--- src/rtir_cfg.svh ---
// constants for the real-time interrupt restore logic
`ifndef RTIR_CFG_SVH
`define RTIR_CFG_SVH
`define RTIR_LINES        64
`define RTIR_LINE_W       6
`define RTIR_LOW_LINES    16
`define RTIR_BASE_W       7
`define RTIR_ADDR_W       15
`define RTIR_WORD_W       28
`define RTIR_DATA_W       24
`define RTIR_FILE_W       6
`define RTIR_GROUP_WORDS  4
`define RTIR_PAR_ALL_BIT  27
`define RTIR_PAR_W3_BIT   27
`define RTIR_LOW_GROUP_B  4
`define RTIR_CMD_W        3
`define RTIR_CMD_NONE     3'h0
`define RTIR_CMD_RESTORE  3'h1
`define RTIR_CMD_RST_INT  3'h2
`define RTIR_CMD_FORCE    3'h3
`define RTIR_CMD_CLEAR    3'h4
`define RTIR_CMD_ENABLE   3'h5
`define RTIR_CMD_DISABLE  3'h6
`define RTIR_CMD_BASE     3'h7
`endif

--- src/rtir_pkg.sv ---
// shared types for the real-time interrupt restore logic
`include "rtir_cfg.svh"
package rtir_pkg;
   typedef logic [`RTIR_LINE_W-1:0]  rtir_line_t;
   typedef logic [`RTIR_WORD_W-1:0]  rtir_word_t;
   typedef logic [`RTIR_CMD_W-1:0]   rtir_cmd_t;
   typedef enum logic [1:0] {
      RTIR_ST_IDLE,
      RTIR_ST_STORE,
      RTIR_ST_RESTORE
   } rtir_xfer_t;
endpackage

--- src/rtir_if.sv ---
// link between the interrupt processor and the processor core
`timescale 1ns/1ps
`include "rtir_cfg.svh"
interface rtir_if;
   import rtir_pkg::*;
   // command from the core
   logic                    cmd_vld;
   rtir_cmd_t               cmd;
   logic [`RTIR_LINE_W-1:0] cmd_line;
   logic [`RTIR_LINES-1:0]  force_mask;
   logic [`RTIR_BASE_W-1:0] base_addr;
   // register words, core to device
   logic                    st_vld;
   rtir_word_t              st_word;
   // register words, device to core
   logic                    rs_vld;
   rtir_word_t              rs_word;
   // interrupt request to the core; acknowledge, copy done and fetch back from it
   logic                    rt_int;
   logic [`RTIR_ADDR_W-1:0] int_addr;
   logic                    int_ack;
   logic                    cra_done;
   logic                    fetch;
   modport dev (
      input  cmd_vld, cmd, cmd_line, force_mask, base_addr,
      input  st_vld, st_word, int_ack, cra_done, fetch,
      output rs_vld, rs_word, rt_int, int_addr
   );
   modport cpu (
      output cmd_vld, cmd, cmd_line, force_mask, base_addr,
      output st_vld, st_word, int_ack, cra_done, fetch,
      input  rs_vld, rs_word, rt_int, int_addr
   );
endinterface

--- src/rtir_dev.sv ---
// interrupt processor end: record, recognise, restore, force, clear
// Functional notes
// - restore re-enables named line and lower lines
// - restore returns stored words for low lines
// - core puts line number in low six bits
// - no jump after restore: disable except parity
// - restore-and-interrupt raises core restore interrupt
// - restore interrupt needs core interrupts enabled
// - core real-time flag set and cleared
// - low lines save condition register automatically
// - after a low-line interrupt, higher priority recognisable from first fetch
// - high-line routine copies back, then restores
// - address: base, line bits 2-7, zeros
// - high-line interrupt locks until condition copy
// - device generates word parity on store, core checks it on restore
// - each group keeps group and third-word parity
// - parity error only after restore, abnormal
// - force sets real lines, handled as external
// - program clear resets enable, disable, records
// - disabling returns recognised line to recorded
// - in-service line blocked until its restore
// - four file words per low line, 4*line
`timescale 1ns/1ps
`include "rtir_cfg.svh"
module rtir_dev
   import rtir_pkg::*;
#(
   parameter int LINES = `RTIR_LINES
) (
   // clock, reset, enable
   input  wire logic             i_clk,
   input  wire logic             i_srst,
   input  wire logic             i_ce,
   // external interrupt lines and mask
   input  wire logic [LINES-1:0] i_irq,
   input  wire logic [LINES-1:0] i_mask,
   // abnormal interrupt in the core
   input  wire logic             i_abnormal,
   // status
   output logic                  o_enabled,
   output logic [LINES-1:0]      o_recorded,
   // link
   rtir_if.dev                   lnk
);
   localparam int FW = `RTIR_FILE_W;
   localparam int GW = `RTIR_GROUP_WORDS;

   logic [LINES-1:0] irq_s1_q, irq_s2_q;
   logic [LINES-1:0] rec_q, svc_q;
   logic             en_q, auto_dis_q, lock_q, hold_q;
   logic             rt_int_q;
   rtir_line_t       cur_q, rs_line_q;
   logic [`RTIR_BASE_W-1:0] base_q;
   logic [`RTIR_ADDR_W-1:0] addr_q;
   rtir_word_t       file_q [0:(`RTIR_LOW_LINES*GW)-1];
   rtir_xfer_t       st_q;
   logic [1:0]       cnt_q;
   logic             rs_vld_q;
   rtir_word_t       rs_word_q;
   logic [`RTIR_DATA_W-1:0] acc_q;

   logic cmd_rst, cmd_clr, cmd_dis, disable_ev;
   logic [LINES-1:0] reenable;
   logic             any_pick;
   rtir_line_t       pick_line;

   assign cmd_rst = lnk.cmd_vld && (lnk.cmd == `RTIR_CMD_RESTORE ||
                                   lnk.cmd == `RTIR_CMD_RST_INT);
   assign cmd_clr = lnk.cmd_vld && lnk.cmd == `RTIR_CMD_CLEAR;
   assign cmd_dis = lnk.cmd_vld && lnk.cmd == `RTIR_CMD_DISABLE;
   assign disable_ev = cmd_dis || i_abnormal;

   // named line and every lower priority (higher number) line
   always_comb begin
      for (int i = 0; i < LINES; i++) begin
         reenable[i] = (i >= int'(lnk.cmd_line));
      end
   end

   // lowest numbered recorded line wins
   always_comb begin
      any_pick = 1'b0;
      pick_line = '0;
      for (int i = LINES-1; i >= 0; i--) begin
         if (rec_q[i] && !svc_q[i]) begin
            any_pick = 1'b1;
            pick_line = rtir_line_t'(i);
         end
      end
   end

   // --------------------------------------------------------------
   // line sampling
   // --------------------------------------------------------------
   always_ff @(posedge i_clk) begin
      if (i_srst) begin
         irq_s1_q <= '0;
         irq_s2_q <= '0;
      end else if (i_ce) begin
         irq_s1_q <= i_irq;
         irq_s2_q <= irq_s1_q;
      end
   end

   // --------------------------------------------------------------
   // recording: force and sampled lines, blocked while in service
   // --------------------------------------------------------------
   always_ff @(posedge i_clk) begin
      if (i_srst || (i_ce && cmd_clr)) begin
         rec_q <= '0;
      end else if (i_ce) begin
         for (int i = 0; i < LINES; i++) begin
            if (!svc_q[i]) begin
               if ((irq_s2_q[i] && i_mask[i]) ||
                   (lnk.cmd_vld && lnk.cmd == `RTIR_CMD_FORCE &&
                    lnk.force_mask[i])) begin
                  rec_q[i] <= 1'b1;
               end
            end
         end
         if (rt_int_q && lnk.int_ack) begin
            rec_q[cur_q] <= 1'b0;
         end
      end
   end

   // --------------------------------------------------------------
   // service state: lines taken and held until restored
   // --------------------------------------------------------------
   always_ff @(posedge i_clk) begin
      if (i_srst || (i_ce && cmd_clr)) begin
         svc_q <= '0;
      end else if (i_ce) begin
         if (cmd_rst) begin
            svc_q <= svc_q & ~reenable;
         end
         if (rt_int_q && lnk.int_ack) begin
            svc_q[cur_q] <= 1'b1;
         end
      end
   end

   // --------------------------------------------------------------
   // enable, automatic disable and recognition locks
   // --------------------------------------------------------------
   always_ff @(posedge i_clk) begin
      if (i_srst || (i_ce && cmd_clr)) begin
         en_q <= 1'b0;
         auto_dis_q <= 1'b0;
      end else if (i_ce) begin
         if (i_abnormal) begin
            auto_dis_q <= en_q;
            en_q <= 1'b0;
         end else if (cmd_dis) begin
            en_q <= 1'b0;
         end else if (lnk.cmd_vld && lnk.cmd == `RTIR_CMD_ENABLE) begin
            // enable after abnormal sets enable and clears the automatic disable
            en_q <= 1'b1;
            auto_dis_q <= 1'b0;
         end
      end
   end

   always_ff @(posedge i_clk) begin
      if (i_srst || (i_ce && cmd_clr)) begin
         lock_q <= 1'b0;
         hold_q <= 1'b0;
      end else if (i_ce) begin
         if (rt_int_q && lnk.int_ack) begin
            // low lines wait for the first fetch, high for the copy
            lock_q <= 1'b1;
            hold_q <= (cur_q >= rtir_line_t'(`RTIR_LOW_LINES));
         end else if (lock_q && !hold_q && lnk.fetch &&
                      st_q == RTIR_ST_IDLE) begin
            lock_q <= 1'b0;
         end else if (lock_q && hold_q && lnk.cra_done) begin
            lock_q <= 1'b0;
            hold_q <= 1'b0;
         end
      end
   end

   // --------------------------------------------------------------
   // recognition and interrupt address
   // --------------------------------------------------------------
   always_ff @(posedge i_clk) begin
      if (i_srst || (i_ce && cmd_clr)) begin
         rt_int_q <= 1'b0;
         cur_q <= '0;
         addr_q <= '0;
         base_q <= '0;
      end else if (i_ce) begin
         if (lnk.cmd_vld && lnk.cmd == `RTIR_CMD_BASE) begin
            base_q <= lnk.base_addr;
         end
         if (disable_ev) begin
            rt_int_q <= 1'b0;
         end else if (rt_int_q && lnk.int_ack) begin
            rt_int_q <= 1'b0;
         end else if (!rt_int_q && en_q && !lock_q && any_pick) begin
            rt_int_q <= 1'b1;
            cur_q <= pick_line;
            addr_q <= {base_q, pick_line, 2'b00};
         end
      end
   end

   // --------------------------------------------------------------
   // register file transfers for the low lines
   // --------------------------------------------------------------
   always_ff @(posedge i_clk) begin
      if (i_srst || (i_ce && cmd_clr)) begin
         st_q <= RTIR_ST_IDLE;
         cnt_q <= '0;
         rs_vld_q <= 1'b0;
         rs_word_q <= '0;
         rs_line_q <= '0;
         acc_q <= '0;
      end else if (i_ce) begin
         rs_vld_q <= 1'b0;
         case (st_q)
            RTIR_ST_IDLE: begin
               cnt_q <= '0;
               acc_q <= '0;
               if (rt_int_q && lnk.int_ack &&
                   cur_q < rtir_line_t'(`RTIR_LOW_LINES)) begin
                  st_q <= RTIR_ST_STORE;
                  rs_line_q <= cur_q;
               end else if (cmd_rst &&
                   lnk.cmd_line < rtir_line_t'(`RTIR_LOW_LINES)) begin
                  st_q <= RTIR_ST_RESTORE;
                  rs_line_q <= lnk.cmd_line;
               end
            end
            RTIR_ST_STORE: begin
               if (lnk.st_vld) begin
                  file_q[{rs_line_q[3:0], cnt_q}] <= lnk.st_word;
                  acc_q <= acc_q ^ lnk.st_word[`RTIR_DATA_W-1:0];
                  if (cnt_q == 2'(GW-1)) begin
                     // group parity over all four data words
                     file_q[{rs_line_q[3:0], cnt_q}] <= {
                        ^(acc_q ^ lnk.st_word[`RTIR_DATA_W-1:0]),
                        lnk.st_word[`RTIR_PAR_ALL_BIT-1:0]};
                     st_q <= RTIR_ST_IDLE;
                  end else if (cnt_q == 2'h2) begin
                     file_q[{rs_line_q[3:0], cnt_q}] <= {
                        ^lnk.st_word[`RTIR_DATA_W-1:0],
                        lnk.st_word[`RTIR_PAR_W3_BIT-1:0]};
                  end
                  cnt_q <= cnt_q + 2'h1;
               end
            end
            RTIR_ST_RESTORE: begin
               rs_vld_q <= 1'b1;
               rs_word_q <= file_q[{rs_line_q[3:0], cnt_q}];
               cnt_q <= cnt_q + 2'h1;
               if (cnt_q == 2'(GW-1)) begin
                  st_q <= RTIR_ST_IDLE;
               end
            end
            default: st_q <= RTIR_ST_IDLE;
         endcase
      end
   end

   assign lnk.rt_int   = rt_int_q;
   assign lnk.int_addr = addr_q;
   assign lnk.rs_vld   = rs_vld_q;
   assign lnk.rs_word  = rs_word_q;
   assign o_enabled    = en_q;
   assign o_recorded   = rec_q;
endmodule

--- src/flat_wrapper.sv ---
// flat-port wrapper written by rule: the top's interface ports become plain ports
module rtir_dev_flat import rtir_pkg::*;
#(
   parameter int LINES = `RTIR_LINES
)
  (i_clk, i_srst, i_ce, i_irq, i_mask, i_abnormal, o_enabled, o_recorded, lnk_cmd_vld, lnk_cmd, lnk_cmd_line, lnk_force_mask, lnk_base_addr, lnk_st_vld, lnk_st_word, lnk_int_ack, lnk_cra_done, lnk_fetch, lnk_rs_vld, lnk_rs_word, lnk_rt_int, lnk_int_addr);
  rtir_if lnk_i ();
  input  wire logic i_clk;
  input  wire logic i_srst;
  input  wire logic i_ce;
  input  wire logic [LINES-1:0] i_irq;
  input  wire logic [LINES-1:0] i_mask;
  input  wire logic i_abnormal;
  output logic o_enabled;
  output logic [LINES-1:0] o_recorded;
  input wire logic [$bits(lnk_i.cmd_vld)-1:0] lnk_cmd_vld;
  input wire logic [$bits(lnk_i.cmd)-1:0] lnk_cmd;
  input wire logic [$bits(lnk_i.cmd_line)-1:0] lnk_cmd_line;
  input wire logic [$bits(lnk_i.force_mask)-1:0] lnk_force_mask;
  input wire logic [$bits(lnk_i.base_addr)-1:0] lnk_base_addr;
  input wire logic [$bits(lnk_i.st_vld)-1:0] lnk_st_vld;
  input wire logic [$bits(lnk_i.st_word)-1:0] lnk_st_word;
  input wire logic [$bits(lnk_i.int_ack)-1:0] lnk_int_ack;
  input wire logic [$bits(lnk_i.cra_done)-1:0] lnk_cra_done;
  input wire logic [$bits(lnk_i.fetch)-1:0] lnk_fetch;
  output wire logic [$bits(lnk_i.rs_vld)-1:0] lnk_rs_vld;
  output wire logic [$bits(lnk_i.rs_word)-1:0] lnk_rs_word;
  output wire logic [$bits(lnk_i.rt_int)-1:0] lnk_rt_int;
  output wire logic [$bits(lnk_i.int_addr)-1:0] lnk_int_addr;
  assign lnk_i.cmd_vld = lnk_cmd_vld;
  assign lnk_i.cmd = lnk_cmd;
  assign lnk_i.cmd_line = lnk_cmd_line;
  assign lnk_i.force_mask = lnk_force_mask;
  assign lnk_i.base_addr = lnk_base_addr;
  assign lnk_i.st_vld = lnk_st_vld;
  assign lnk_i.st_word = lnk_st_word;
  assign lnk_i.int_ack = lnk_int_ack;
  assign lnk_i.cra_done = lnk_cra_done;
  assign lnk_i.fetch = lnk_fetch;
  assign lnk_rs_vld = lnk_i.rs_vld;
  assign lnk_rs_word = lnk_i.rs_word;
  assign lnk_rt_int = lnk_i.rt_int;
  assign lnk_int_addr = lnk_i.int_addr;
  rtir_dev #(.LINES(LINES)) u_core (.i_clk(i_clk), .i_srst(i_srst), .i_ce(i_ce), .i_irq(i_irq), .i_mask(i_mask), .i_abnormal(i_abnormal), .o_enabled(o_enabled), .o_recorded(o_recorded), .lnk(lnk_i));
endmodule
--- config.mk ---
export PLATFORM = sky130hd
export DESIGN_NAME = rtir_dev_flat
export DESIGN_NICKNAME = d
export VERILOG_FILES = /design/src/rtir_pkg.sv /design/src/rtir_if.sv /design/src/rtir_dev.sv /design/src/flat_wrapper.sv
export VERILOG_INCLUDE_DIRS = /design/src
export SDC_FILE = /design/constraint.sdc
export NUM_CORES = 2
export LEC_CHECK = 0
export BUFFER_PORTS_ARGS = -buffer_cell sky130_fd_sc_hd__clkbuf_2
export CAP_MARGIN = 20
export CORE_MARGIN = 10
export CORE_UTILIZATION = 50
export DETAILED_ROUTE_END_ITERATION = 16
export PLACE_DENSITY = 0.66
export SYNTH_ARGS = -nofsm -noshare
export SYNTH_HDL_FRONTEND = slang
export SYNTH_SLANG_ARGS = --single-unit
export TNS_END_PERCENT = 100
--- constraint.sdc ---
create_clock -name i_clk -period 3.7 [get_ports i_clk]
set_input_delay 0.185 -clock i_clk [delete_from_list [all_inputs] [get_ports i_clk]]
set_output_delay 0.185 -clock i_clk [all_outputs]
set_load 0.02 [all_outputs]
==> parameters.txt <==
Parameter                              Value

Clock network
  Cell chosen for the clock root ... sky130_fd_sc_hd__clkbuf_16
  Htree depth ... 4
  Total clock buffers created by CTS ... 207
  Clock slew at reported path FFs ... 0.06 ns
  CTS resizes ... 0
  Source-to-sink clock delay at the later pin of the worst-skew pair ... 0.85 ns
  Buffer levels on the longest clock path ... 3
  CTS tree ... yes
  Number of clock sinks seen by CTS ... 2133

Route
  Iteration count of the initial detailed-routing pass ... 6
  Via density per instance ... 6.66
  Avg WL per Cell ... 34.7 um
  Via Count ... 55833
  Remaining antenna violation count after routing ... 0
  DRC violation count after routing ... 0
  Iter 0 DRT Violations ... 9295
  Total routed wirelength ... 291000 um

STA
  Layout Skew ... 0.0499 ns
  Worst Tran Pin Value ... 1.14 ns
  Slew HR ... 23.7%
  Final Hold Fails ... 0
  Final worst path period need ... 3.60 ns
  Setup repair after global routing missed its margin ... false
  Fin Setup TNS ... 0 ns
  Highest clock frequency the design can meet ... 278 MHz
  Max-slew violation total from the final report ... 0
  Count of endpoints failing setup in the final report ... 0
  Period utilization ... 97.2%

Floorplanning
  Num rows ... 147
  Height of the chip ... 423 um
  Initial Util ... 50.4%
  Total Die Area ... 0.179 mm2
  Placeable Area ... 0.161 mm2
  Die Wd ... 423 um
  Number of placed I/O pins ... 355

Critical path
  Crit path arrival time ... 4.15 ns
  Required time at the worst-slack endpoint ... 4.25 ns
  CP top delay family ... buffers and inverters
  CP Buf/Inv Count ... 4
  Sort of element at the start of the critical path ... flip-flop
  Biggest cell delay along the critical path ... 0.73 ns
  Cell mode on critical path ... sky130_fd_sc_hd__buf_4
  CP cell instances ... buf_4 > inv_1 > buf_4 > ha_1 > or2_2 > a21oi_1 > a21oi_4 > buf_12
  Crit Path Category ... flip-flop to flip-flop
  Register-to-register setup slack ... 0.10 ns
  Crit path max-delay cell type ... sky130_fd_sc_hd__dfxtp_4
  Maximum fanout along the worst path ... 64
  Kind of capture point of the worst setup path ... flip-flop

Pwr
  Peak supply drop ... 0.522 mV
  PwrDens ... 508 mW/mm2
  Static power due to leakage ... 0.0322 uW

Yosys
  Largest cells by area after synthesis ... sky130_fd_sc_hd__edfxtp_1 66%, sky130_fd_sc_hd__dfxtp_1 8.4%, sky130_fd_sc_hd__a22oi_1 5.2%, sky130_fd_sc_hd__mux2i_1 2.2%, sky130_fd_sc_hd__a221oi_1 1.8%
  Post-Synth XOR/XNOR Area ... 0.514%
  Compound-cell area share of the yosys netlist ... 14.1%
  Fraction of registers with async set or reset after synthesis ... 0%
  Leading register cell type out of synthesis ... sky130_fd_sc_hd__edfxtp_1
  Commonest cells in the synthesized netlist ... 1792 x sky130_fd_sc_hd__edfxtp_1, 564 x sky130_fd_sc_hd__a22oi_1, 369 x sky130_fd_sc_hd__nor2_1, 341 x sky130_fd_sc_hd__dfxtp_1, 183 x sky130_fd_sc_hd__nand2_1
  Top-count cell post-synth ... sky130_fd_sc_hd__edfxtp_1
  Number of warnings issued by yosys ... 0
  Post-synthesis cell area ... 0.0811 mm2
  Post-synth cell types ... 82
  Sequential element share of the synthesized area ... 74.8%
  Synth area leader ... sky130_fd_sc_hd__edfxtp_1
  Post-Synth Simple-Gate Area ... 5.27%
  Main combinational cell family by area after synthesis ... compound AO/OA/AOI/OAI gates
  Mux contribution to synthesized area ... 3.01%
  Number of instances in the synthesized netlist ... 5277
  Yosys top cell area share ... 66.3%
  Post-synth EDFFs ... 1792
  Post-Synth Adder-Cell Area ... 0.0926%
  Mapped Avg Cell Area ... 15.4 um2
  Register bit total from synthesis ... 2133

Layout
  # nets final ... 6294
  Share of final-layout standard cells stronger than drive strength 1 ... 18.2%
  Layout Area Growth over Synthesis ... 19.4%
  Core utilization of the finished layout ... 60.2%
  Number of non-filler instances in the completed layout ... 8379

Placement
  IO buf count ... 352
  Global placer's final weighted congestion ... 0.972
  Sum of net half-perimeters after detailed placement ... 179000 um
  Placed Instances ... 7760

GRT
  Global Route Usage Sum ... 31.4%
  Remaining global-route overflow ... 0
  Antenna violations before repair ... 16
  First-pass GRT wire length ... 407000 um
  Pin count of the biggest net entering global routing ... 149
  Via count of the first global-routing pass ... 53646

Run
  Number of max-cap violations ... 0

Hold path
  Hold WC Path Type ... input port to flip-flop

Status
  Status ... completed
-- area by class of cell --
type	instances	area (um2)
diodes	6	15.0
clock buffers	257	5540
clock inverters	122	1280
fillers	11967	64100
inverters	56	210
multi-input cells	2736	19200
flip-flops and latches	2133	60700
well taps	2160	2700
repair buffers	909	7250
-- layout by cell type (no fill, tap or decap), types with 175 or more instances in the layout --
master	instances
sky130_fd_sc_hd__edfxtp_1	1792
sky130_fd_sc_hd__nor2_1	302
sky130_fd_sc_hd__mux2i_1	179
sky130_fd_sc_hd__nand2_1	181
sky130_fd_sc_hd__clkbuf_16	210
sky130_fd_sc_hd__a21oi_1	175
sky130_fd_sc_hd__a22oi_1	564
sky130_fd_sc_hd__dfxtp_1	335
sky130_fd_sc_hd__dlygate4sd3_1	233
sky130_fd_sc_hd__buf_4	266
sky130_fd_sc_hd__clkbuf_2	350
-- report_power, final --
part | total, uW | switching [uW] | leakage, uW | internal (uW)
clock network | 21200 | 9180 | 0.00334 | 12000
registers | 26200 | 70.9 | 0.0189 | 26100
logic | 1850 | 1210 | 0.0100 | 639
total | 49200 | 10500 | 0.0322 | 38800
-- final timing paths --
check	from	end	cells past startpoint
min reg2reg	u_core.base_q[1]	u_core.lnk.int_addr[9]	2
max reg2reg	u_core.cnt_q[0]	u_core.file_q[9][27]	8
max	u_core.cnt_q[0]	u_core.file_q[9][27]	8
min	i_ce	u_core.irq_s2_q[53]	4
-- worst min-delay path, cell delays in order --
cell and delay [ns]:
sky130_fd_sc_hd__buf_8 0.11, sky130_fd_sc_hd__buf_12 0.26, sky130_fd_sc_hd__mux2i_1 0.20, sky130_fd_sc_hd__nor2_1 0.08
-- routing by layer --
metal / track usage (%) / up-vias / share of wire, %
met5: 0 / - / 0.026
met4: 15.9 / 12 / 5.9
met3: 8.76 / 775 / 13
met2: 48.2 / 4274 / 45
met1: 40.8 / 28012 / 36
li1: - / 22760 / -
-- sequential cells by signal, summed over array words and instances, names as in the netlist --
register / cells
u_core.o_enabled: 1
u_core.st_q: 2
u_core.lnk.rs_word: 28
u_core.cnt_q: 2
u_core.cur_q: 5
u_core.lock_q: 1
u_core.rs_line_q: 4
u_core.file_q: 1792
u_core.lnk.rs_vld: 1
u_core.irq_s1_q: 64
u_core.irq_s2_q: 64
u_core.base_q: 7
u_core.hold_q: 1
u_core.acc_q: 24
u_core.lnk.int_addr: 8
u_core.lnk.rt_int: 1
u_core.svc_q: 64
u_core.o_recorded: 64
-- logic make-up after synthesis --
family          Yosys count
buf+inv                 409
xor+xnor                 46
other cells               1
flops                  2133
mux                     229
simple gates            890
compound gates         1563
fa+ha+maj                 6
-- per-stage QoR --
stage | cell area [um2] | hold slack [ns] | setup slack (ns) | total power, uW
floorplan | 81100 | 0.284 | 0.320 | 27300
global placement | 87600 | 0.419 | -0.00169 | 28200
detailed placement | 87700 | 0.427 | 0.314 | 28300
CTS | 96800 | 0.000653 | 0.310 | 49300
global route | 96800 | 0.0619 | 0.0953 | 50400
finish | 96800 | 0.0344 | 0.102 | 49200
-- repair_timing --
item,in CTS,in global routing
endpoints found under the hold margin,210,64
hold buffers,232,1
setup buffers,0,0
(Power assumes the default switching activity.)
